[src/rtl/sdram_cmd_params.svh]
// constants for the sdram command decode and burst engine
// assumes inclusion by the core module only
`ifndef SDRAM_CMD_PARAMS_SVH
`define SDRAM_CMD_PARAMS_SVH
`define MR_BL_LSB      0
`define MR_BL_MSB      2
`define MR_BT_BIT      3
`define MR_CL_LSB      4
`define MR_CL_MSB      6
`define MR_OM_LSB      7
`define MR_OM_MSB      8
`define MR_WB_BIT      9
`define BL_CODE_1      3'h0
`define BL_CODE_2      3'h1
`define BL_CODE_4      3'h2
`define BL_CODE_8      3'h3
`define BL_CODE_FULL   3'h7
`define CL_CODE_2      3'h2
`define CL_CODE_3      3'h3
`define OM_NORMAL      2'h0
`define MR_RESET       12'h0_000
`endif

[src/rtl/sdram_cmd_pkg.sv]
// types for the sdram command decode and burst engine
// assumes the params header is included alongside
package sdram_cmd_pkg;
	typedef enum logic [3:0] {
		CMD_NOP   = 4'h0,
		CMD_ACT   = 4'h1,
		CMD_RD    = 4'h2,
		CMD_WR    = 4'h3,
		CMD_BST   = 4'h4,
		CMD_PRE   = 4'h5,
		CMD_REF   = 4'h6,
		CMD_SREF  = 4'h7,
		CMD_LMR   = 4'h8,
		CMD_INH   = 4'h9
	} cmd_t;
	typedef enum logic [2:0] {
		ST_IDLE  = 3'b001,
		ST_READ  = 3'b010,
		ST_WRITE = 3'b100
	} burst_st_t;
endpackage

[src/rtl/sdram_cmd_core.sv]
// command decode, mode register and burst column sequencer of an sdram
// assumes pins are already synchronous to sys_clk from the controller
`timescale 1ns/1ps
`include "sdram_cmd_params.svh"

// Summary of operation
// sequential bursts increment, interleaved XOR beat index, wrapping in block
// lengths 2/4/8 use low column bits as start, upper bits fix block
// full page covers whole row, sequential only, interleaved unsupported
// burst length one accesses the given column only, type ignored
// read latency accepts two or three clocks only
// read at edge n drives data from n+m-1, valid by n+m
// only zero operating mode bits select normal operation
// write burst mode bit set makes every write single location
// chip select and strobes decode into the ten commands
// chip select high takes no command, bursts continue
// no-op takes nothing new, bursts continue
// activate takes row from address and bank from bank bits
// read or write take column, bank, and A10 as auto precharge; full page bursts ignore A10
// precharge closes named bank, or all banks with A10 high
// refresh encoding is auto refresh with cke high, self refresh low
// refresh row comes from an internal counter
// load mode writes address inputs into the mode register
// byte mask zero delay on writes, two clocks on reads
// controller loads mode only with banks idle, then waits
// mode fields: length 0-2, type 3, latency 4-6, mode 7-8, wb 9
// lengths 1,2,4,8 both types; full page sequential only
// data outputs high impedance except while read data presented
module sdram_cmd_core
	import sdram_cmd_pkg::*;
#(
	parameter int COL_W = 10,
	parameter int DQ_W  = 4
)(
	// clock and reset
	input  wire logic                  sys_clk,
	input  wire logic                  rst_b,
	// command pins
	input  wire logic                  cke,
	input  wire logic                  cs_b,
	input  wire logic                  ras_b,
	input  wire logic                  cas_b,
	input  wire logic                  we_b,
	input  wire logic [1:0]            ba,
	input  wire logic [11:0]           addr,
	input  wire logic                  dqm,
	// data pins
	input  wire logic [DQ_W-1:0]       dq_in,
	output logic      [DQ_W-1:0]       dq_out,
	output logic                       dq_oe_b,
	// array side
	output logic      [1:0]            arr_bank,
	output logic      [11:0]           arr_row,
	output logic      [COL_W-1:0]      arr_col,
	output logic                       arr_rd,
	output logic                       arr_wr,
	output logic      [DQ_W-1:0]       arr_wdata,
	input  wire logic [DQ_W-1:0]       arr_rdata,
	output logic      [3:0]            bank_open,
	output logic                       auto_pre,
	output logic                       refresh_q,
	output logic                       self_ref_q,
	output logic                       mode_ok
);
	localparam int CNT_W = COL_W + 1;

	logic [11:0]       mode_q;
	cmd_t              cmd;
	burst_st_t         st_q;
	logic [COL_W-1:0]  start_q;
	logic [CNT_W-1:0]  beat_q;
	logic [CNT_W-1:0]  len_q;
	logic              il_q;
	logic [11:0]       ref_row_q;
	logic [11:0]       row_q [4];
	logic              rd_dly_q;
	logic [DQ_W-1:0]   rd_data_q;
	logic              dqm_q;
	logic              ap_pend_q;
	logic [CNT_W-1:0]  len_d;
	logic [COL_W-1:0]  col_d;
	logic [COL_W-1:0]  off_d;
	logic [COL_W-1:0]  mask_d;
	logic              last_d;

	// pin decode, inhibit wins over everything
	always_comb
	begin
		if (cs_b)
			cmd = CMD_INH;
		else
			case ({ras_b, cas_b, we_b})
				3'b111:  cmd = CMD_NOP;
				3'b011:  cmd = CMD_ACT;
				3'b101:  cmd = CMD_RD;
				3'b100:  cmd = CMD_WR;
				3'b110:  cmd = CMD_BST;
				3'b010:  cmd = CMD_PRE;
				3'b001:  cmd = cke ? CMD_REF : CMD_SREF;
				3'b000:  cmd = CMD_LMR;
				default: cmd = CMD_NOP;
			endcase
	end

	// burst span from mode and direction
	always_comb
	begin
		len_d = CNT_W'(1);
		case (mode_q[`MR_BL_MSB:`MR_BL_LSB])
			`BL_CODE_1:    len_d = CNT_W'(1);
			`BL_CODE_2:    len_d = CNT_W'(2);
			`BL_CODE_4:    len_d = CNT_W'(4);
			`BL_CODE_8:    len_d = CNT_W'(8);
			`BL_CODE_FULL: len_d = CNT_W'(1) << COL_W;
			default:       len_d = CNT_W'(1);
		endcase
		if (cmd == CMD_WR && mode_q[`MR_WB_BIT])
			len_d = CNT_W'(1);
	end

	// column of the current beat, wrapped in the aligned block
	always_comb
	begin
		mask_d = len_q[COL_W] ? '1 : COL_W'(len_q - CNT_W'(1));
		if (il_q)
			off_d = start_q ^ beat_q[COL_W-1:0];
		else
			off_d = start_q + beat_q[COL_W-1:0];
		col_d  = (start_q & ~mask_d) | (off_d & mask_d);
		last_d = (beat_q + CNT_W'(1)) == len_q;
	end

	always_ff @(posedge sys_clk)
		if (!rst_b)
			mode_q <= `MR_RESET;
		else if (cmd == CMD_LMR)
			mode_q <= addr;

	// full page never interleaves; one beat ignores type anyway
	always_ff @(posedge sys_clk)
		if (!rst_b)
		begin
			st_q    <= ST_IDLE;
			start_q <= '0;
			beat_q  <= '0;
			len_q   <= CNT_W'(1);
			il_q    <= 1'b0;
		end
		else if (cmd == CMD_RD || cmd == CMD_WR)
		begin
			// beat zero issues on the command edge itself
			if (len_d == CNT_W'(1))
				st_q <= ST_IDLE;
			else
				st_q <= (cmd == CMD_RD) ? ST_READ : ST_WRITE;
			start_q <= addr[COL_W-1:0];
			beat_q  <= CNT_W'(1);
			len_q   <= len_d;
			il_q    <= mode_q[`MR_BT_BIT] && !len_d[COL_W];
		end
		else
			case (st_q)
				ST_READ, ST_WRITE:
					if (cmd == CMD_BST || last_d)
					begin
						st_q   <= ST_IDLE;
						beat_q <= '0;
					end
					else
						beat_q <= beat_q + CNT_W'(1);
				ST_IDLE: beat_q <= '0;
				default: st_q <= ST_IDLE;
			endcase

	always_ff @(posedge sys_clk)
		if (!rst_b)
			auto_pre <= 1'b0;
		else if (cmd == CMD_RD || cmd == CMD_WR)
			auto_pre <= addr[10] && !len_d[COL_W];

	// pending close of the burst's bank once the burst is over
	always_ff @(posedge sys_clk)
		if (!rst_b)
			ap_pend_q <= 1'b0;
		else if (cmd == CMD_RD || cmd == CMD_WR)
			ap_pend_q <= addr[10] && !len_d[COL_W];
		else if (st_q == ST_IDLE)
			ap_pend_q <= 1'b0;

	// bank bookkeeping
	always_ff @(posedge sys_clk)
		if (!rst_b)
			bank_open <= 4'h0;
		else if (cmd == CMD_ACT)
			bank_open[ba] <= 1'b1;
		else if (cmd == CMD_PRE)
		begin
			if (addr[10])
				bank_open <= 4'h0;
			else
				bank_open[ba] <= 1'b0;
		end
		else if (ap_pend_q && st_q == ST_IDLE)
			bank_open[arr_bank] <= 1'b0;

	always_ff @(posedge sys_clk)
		if (!rst_b)
		begin
			for (int i = 0; i < 4; i++)
				row_q[i] <= 12'h0_000;
			arr_bank <= 2'h0;
		end
		else if (cmd == CMD_ACT)
		begin
			row_q[ba] <= addr;
			arr_bank  <= ba;
		end
		else if (cmd == CMD_RD || cmd == CMD_WR)
			arr_bank <= ba;

	// refresh row counter
	always_ff @(posedge sys_clk)
		if (!rst_b)
		begin
			ref_row_q  <= 12'h0_000;
			refresh_q  <= 1'b0;
			self_ref_q <= 1'b0;
		end
		else
		begin
			refresh_q <= (cmd == CMD_REF);
			if (cmd == CMD_REF)
				ref_row_q <= ref_row_q + 12'h0_001;
			if (cmd == CMD_SREF)
				self_ref_q <= 1'b1;
			else if (cke)
				self_ref_q <= 1'b0;
		end

	// array strobes; write mask acts on the same beat
	always_ff @(posedge sys_clk)
		if (!rst_b)
		begin
			arr_row   <= 12'h0_000;
			arr_col   <= '0;
			arr_rd    <= 1'b0;
			arr_wr    <= 1'b0;
			arr_wdata <= '0;
			mode_ok   <= 1'b0;
		end
		else
		begin
			if (cmd == CMD_RD || cmd == CMD_WR)
			begin
				arr_row <= refresh_q ? ref_row_q : row_q[ba];
				arr_col <= addr[COL_W-1:0];
				arr_rd  <= (cmd == CMD_RD);
				arr_wr  <= (cmd == CMD_WR) && !dqm;
			end
			else
			begin
				// terminate stops the beat on its own edge
				arr_row <= refresh_q ? ref_row_q : row_q[arr_bank];
				arr_col <= col_d;
				arr_rd  <= (st_q == ST_READ) && (cmd != CMD_BST);
				arr_wr  <= (st_q == ST_WRITE) && (cmd != CMD_BST)
					&& !dqm;
			end
			arr_wdata <= dq_in;
			mode_ok   <= (mode_q[`MR_OM_MSB:`MR_OM_LSB] == `OM_NORMAL)
				&& (mode_q[`MR_CL_MSB:`MR_CL_LSB] == `CL_CODE_2
				|| mode_q[`MR_CL_MSB:`MR_CL_LSB] == `CL_CODE_3);
		end

	// read pipe: beat taken at edge n is driven on the pins from n+m-1
	always_ff @(posedge sys_clk)
		if (!rst_b)
		begin
			rd_dly_q  <= 1'b0;
			dqm_q     <= 1'b1;
			rd_data_q <= '0;
		end
		else
		begin
			rd_dly_q  <= arr_rd;
			dqm_q     <= dqm;
			rd_data_q <= arr_rdata;
		end

	// latency tap; an unsupported code reads as no output at all
	logic cl3;
	logic rd_tap;
	assign cl3    = mode_q[`MR_CL_MSB:`MR_CL_LSB] == `CL_CODE_3;
	assign rd_tap = cl3 ? rd_dly_q : arr_rd;

	always_ff @(posedge sys_clk)
		if (!rst_b)
		begin
			dq_oe_b <= 1'b1;
			dq_out  <= '0;
		end
		else
		begin
			dq_oe_b <= !(rd_tap && mode_ok && !dqm_q);
			dq_out  <= cl3 ? rd_data_q : arr_rdata;
		end
endmodule // sdram_cmd_core

[config.mk]
export PLATFORM = sky130hd
export DESIGN_NAME = sdram_cmd_core
export DESIGN_NICKNAME = d
export VERILOG_FILES = /design/src/rtl/sdram_cmd_pkg.sv /design/src/rtl/sdram_cmd_core.sv
export VERILOG_INCLUDE_DIRS = /design/src /design/src/rtl
export SDC_FILE = /design/constraint.sdc
export NUM_CORES = 1
export LEC_CHECK = 0
export BUFFER_PORTS_ARGS = -buffer_cell sky130_fd_sc_hd__buf_2
export CORE_UTILIZATION = 59
export CTS_CLUSTER_DIAMETER = 150
export DETAILED_ROUTE_END_ITERATION = 10
export GPL_ROUTABILITY_DRIVEN = 1
export PLACE_DENSITY = 0.8
export SETUP_SLACK_MARGIN = 0.05
export SLEW_MARGIN = 10
export SYNTH_ARGS = -nofsm -noshare
export SYNTH_HDL_FRONTEND = slang
export SYNTH_SLANG_ARGS = --single-unit
[constraint.sdc]
create_clock -name sys_clk -period 3.05 [get_ports sys_clk]
set_input_delay 0.4575 -clock sys_clk [delete_from_list [all_inputs] [get_ports sys_clk]]
set_output_delay 0.4575 -clock sys_clk [all_outputs]
set_load 0.005 [all_outputs]
* Word level (Yosys, flattened, before mapping)
Memory sizes are Yosys's and may differ from the RTL's. A register that Yosys moved wholly into a read port is not among the register bits. Cells that the tools add are included. Widths: inputs -> output; s select.
Storage, ports and cells: register bits 108, memories kept 1, bits in writable memories 48, output and inout port bits 43
Memory list:
- row_q | words 4, width 12, rd ports 2, clocked after memory_dff 1, write ports 4, RTL line sdram_cmd_core.sv:75 | logic [11:0] row_q [4];
Cells by class: $lt $le $gt $ge 4, multiplexer cells 46, eq/ne operators 29, reduce and logical (&&, ||, !) cells 32, $add $sub $neg 4, bitwise gates (word level) 11
Operators with widths (number):
- $mux 12 | 4
- $pmux 11 s4 | 1
- $pmux 4 s8 | 1
- $mux 10 | 3
- $mux 4 | 6
- $mux 11 | 2
- $pmux 11 s2 | 1
- $eq 3x2->1 const B | 7
- $and 10x10->10 | 2
- $eq 3x3->1 const B | 6
- $eq 4x3->1 const B | 4
- $mux 1 | 16
- $logic_and 1x1->1 | 13
- $add 12x1->12 const B | 1
- $mux 3 | 4
- $reduce_or 12->1 | 1
- $add 11x1->11 const B | 1
- $eq 11x1->1 const B | 1
- $eq 11x11->1 | 1
- $add 10x10->10 | 1
- $mux 2 | 5
- $not 10->10 | 1
- $or 10x10->10 | 1
- $sub 10x1->10 const B | 1
- other kinds (24) | 42

* Depth between registers and ports, before layout
word-level depth 9, gate-level depth with buffers 9

* Worst setup path after synthesis
No wires, ideal clock.
path type register to register, from reg beat_q[0], to reg beat_q[6], buffers on the path 2, arrival 2.102 ns, data required time 2.927 ns, path slack 0.824 ns, setup time 0.123 ns, stages on the path, launching flop included 10, cells stage by stage dfxtp_1 -> ha_1 -> buf_4 -> and3_4 -> o2111ai_1 -> o22a_1 -> or4_4 -> buf_6 -> a31oi_1 -> mux2i_1
On the way: longest elaborated chain between the ends 5
Ends and longest elaborated chain:
- from (decl) | RTL line sdram_cmd_core.sv:71 | logic [CNT_W-1:0] beat_q;
- from (signal assigned) | RTL line sdram_cmd_core.sv:170 | beat_q <= beat_q + CNT_W'(1);
- $add 11x1->11 * | RTL line sdram_cmd_core.sv:130, sdram_cmd_core.sv:170
- $eq 11x11->1 | RTL line sdram_cmd_core.sv:130 | last_d = (beat_q + CNT_W'(1)) == len_q;
- $logic_or 1x1->1 | RTL line sdram_cmd_core.sv:164 | if (cmd == CMD_BST || last_d)
- $mux 11 * | RTL line sdram_cmd_core.sv:164
- $pmux 11 s2 * | RTL line sdram_cmd_core.sv:162 | case (st_q)
Mark *: on every way between the ends. The rest lies on a longest branch, timed or not. A chain may end at the register's enable or synchronous reset.

* Final worst setup path
from reg beat_q[0], to reg beat_q[1]
Same word-level chain as after synthesis.

==> flow_summary.toml <==
[sta]
period_minus_slack_ns = 2.57
setup-tns-final_ns = 0
setup_viol = 0
period_share_pct = 84.3
max_slew_margin_pct = 45.7
fmax_mhz = 389
rsz0062_at_grt = "no"
finalMaxSlewViolations = 0
finClkSkew_ns = 0.00608
finalHoldViolCount = 0
worst_pin_slew_ns = 0.813

[route]
vias = 6101
dr.pass1.iters = 5
drt_iter0_markers = 659
routed_wl_mm = 18.7
antenna_left = 0
drc = 0
via_per_inst = 6.21
wire_per_inst_um = 19.1

[grt]
grt_pass1_vias = 5900
grt_use_total_pct = 30.8
grt_max_degree = 43
grt_pass1_wl_mm = 29.8
overflow = 0
antenna_found_initial = 0

[clock_network]
cts_made_buffers = 17
htree_levels = 4
cts_tree = "yes"
postCtsSetupBuffers = 0
cts_resized = 0
cts_hold_buf = 0
cts.clk_slew.worst_paths_ns = 0.06
worstSkewPairLatency_ns = 0.43
cts_sinks = 152
ctsRootBufferMaster = "clkbuf_16"
cts.path.max_buffers = 2

[cells_and_area]
final.fill_count = 905
mostFrequentLayoutCell = "dfxtp_1"
areaGrowthSynthToFinish_pct = 15.0
drive_gt1_share_pct = 18.1
antennaDiodeCount = 0
layoutNonFillerInstCount = 982
fin_nets = 845
final_cell_mix = "dfxtp_1, nand2_1, nor2_1"

[logic_synthesis]
yosysWarnings = 0
synth.avg_cell_area_um2 = 9.84
yosysSeqAreaShare_pct = 48.2
synth_cells = 743
synth_edf_count = 48
synth_nets = 787
yosysUniqueCellTypes = 59
ys_async_sr_fraction_pct = 0
synth_ff_type = "dfxtp_1"
ys_seq_elements = 152
netlist_area_mm2 = 0.00731

[placement]
portBuffers = 72
dp_cells = 950
globalplace.congestion = 0.901
post-dp-hpwl_mm = 12.5

[critical_path]
crit_type = "register to register"
worstSetupStartpoint = "beat_q[0]"
rrSetupSlack_ns = 0.48
cp.required_ns = 3.34
worst-path-max-fanout = 8
endpoint_kind = "register"
regToRegEndpoint = "beat_q[1]"
crit_arrival_ns = 2.86
start_kind = "register"
ff2ff_path_depth = 7
r2r_start = "beat_q[0]"

[outcome]
outcome = "finished, final reports clean"

[power]
pwr_density_cell_mw_per_mm2 = 566
p_leak_nw = 3.31
power.ir.vdd_worst_mv = 0.414

[die]
dieArea_mm2 = 0.0128
die_w_um = 113
die_h_um = 113
start_util_pct = 60.6
rows = 40
ios = 73
core_mm2 = 0.0121

[min_path]
whs_path_depth = 2
hold_start = "dq_in[3]"
hold_class = "input pin to register"
hold_end = "arr_wdata[3]"

[job]
cap_violations = 0
==> registers in the layout, indices dropped and copies added, names as in the netlist, 2 cells and up, named ones only <==
register,flops
mode_q,10
row_q,48
start_q,10
len_q,5
arr_col,10
ref_row_q,12
bank_open,4
dq_out,4
rd_data_q,4
arr_wdata,4
beat_q,11
st_q,3
arr_bank,2
arr_row,12
==> where the power goes <==
group / leakage [nW] / internal (mW) / switching, mW
Combinational: 1.68 / 0.147 / 0.196
Clock: 0.319 / 1.40 / 0.807
Sequential: 1.30 / 2.16 / 0.0512
Total: 3.31 / 3.71 / 1.05
==> how the worst max path moves through the flow <==
stage / end / slack [ns] / cells after the start
final: beat_q[1] / 0.48 / 7
after global routing: beat_q[1] / 0.38 / 7
after CTS: beat_q[1] / 0.52 / 7
after detailed placement: row_q[2][5] / 0.58 / 6
after global placement: row_q[2][1] / 0.67 / 6
after floorplan: beat_q[6] / 0.82 / 9
==> cells by family (layout without fill, tap and decap cells) <==
| family | count (synthesis) | after routing | share of synthesized area (%) |
|---|---|---|---|
| fa+ha+maj | 14 | 14 | 2.50 |
| simple gates | 299 | 299 | 20.6 |
| compound gates | 142 | 142 | 11.6 |
| buf+inv | 65 | 136 | 3.76 |
| flops | 152 | 152 | 48.2 |
| xor+xnor | 26 | 26 | 3.11 |
| mux | 45 | 45 | 10.3 |
==> layer usage <==
layer	track usage, %	routed length [µm]	vias to the layer above
li1	-	-	2788
met1	41.6	7890	2925
met2	47.4	8520	349
met3	8.41	1900	39
met4	11.9	418	0
met5	0	0	-
==> cell type report <==
type	count	area [µm²]	area share (%)
clock buffers	21	492	5.85
well taps	168	210	2.50
flip-flops and latches	152	3520	41.9
clock inverters	11	138	1.64
inverters	20	75.1	0.893
repair buffers	84	450	5.36
multi-input cells	526	3520	41.9
==> worst max-delay path: stages (launching register included) <==
cell and delay, ns:
dfxtp_1 0.49, ha_1 0.35, and3_4 0.25, o2111ai_1 0.10
o22a_1 0.24, or4_4 0.60, a32oi_1 0.29, nor2_1 0.11
==> synth_stat cells, types with 4 or more instances <==
master,instances,share of area (%)
xnor2_1,16,1.9
dfxtp_1,104,28
xor2_1,10,1.2
nor2b_1,7,0.60
nor2_1,74,3.8
or3_1,6,0.51
nand4_1,13,1.1
mux4_2,24,7.4
o21ai_0,22,1.5
mux2i_1,21,2.9
clkbuf_1,35,1.8
nor4_1,4,0.34
nand2_1,74,3.8
edfxtp_1,48,20
and3_1,25,2.1
and2_1,42,3.6
nand3_1,19,1.3
nor3_1,11,0.75
buf_2,4,0.27
inv_1,20,1.0
nand2b_1,7,0.60
a21oi_1,71,4.9
a31oi_1,11,0.94
ha_1,13,2.2
nand3b_1,4,0.41
==> metrics by stage <==
stage / total power [mW] / hold slack (ns) / util (%) / cell area [µm²] / setup slack [ns]
after global routing: 4.91 / 0.227 / 69.7 / 8410 / 0.381
after floorplan: 2.45 / 0.391 / - / 7310 / 0.824
final: 4.76 / 0.238 / 69.7 / 8410 / 0.478
after global placement: 2.57 / 0.398 / 64.5 / 7780 / 0.672
after CTS: 4.77 / 0.227 / 69.7 / 8410 / 0.520
after detailed placement: 2.59 / 0.399 / 64.5 / 7780 / 0.575
Power figures use the tool's default switching activity.
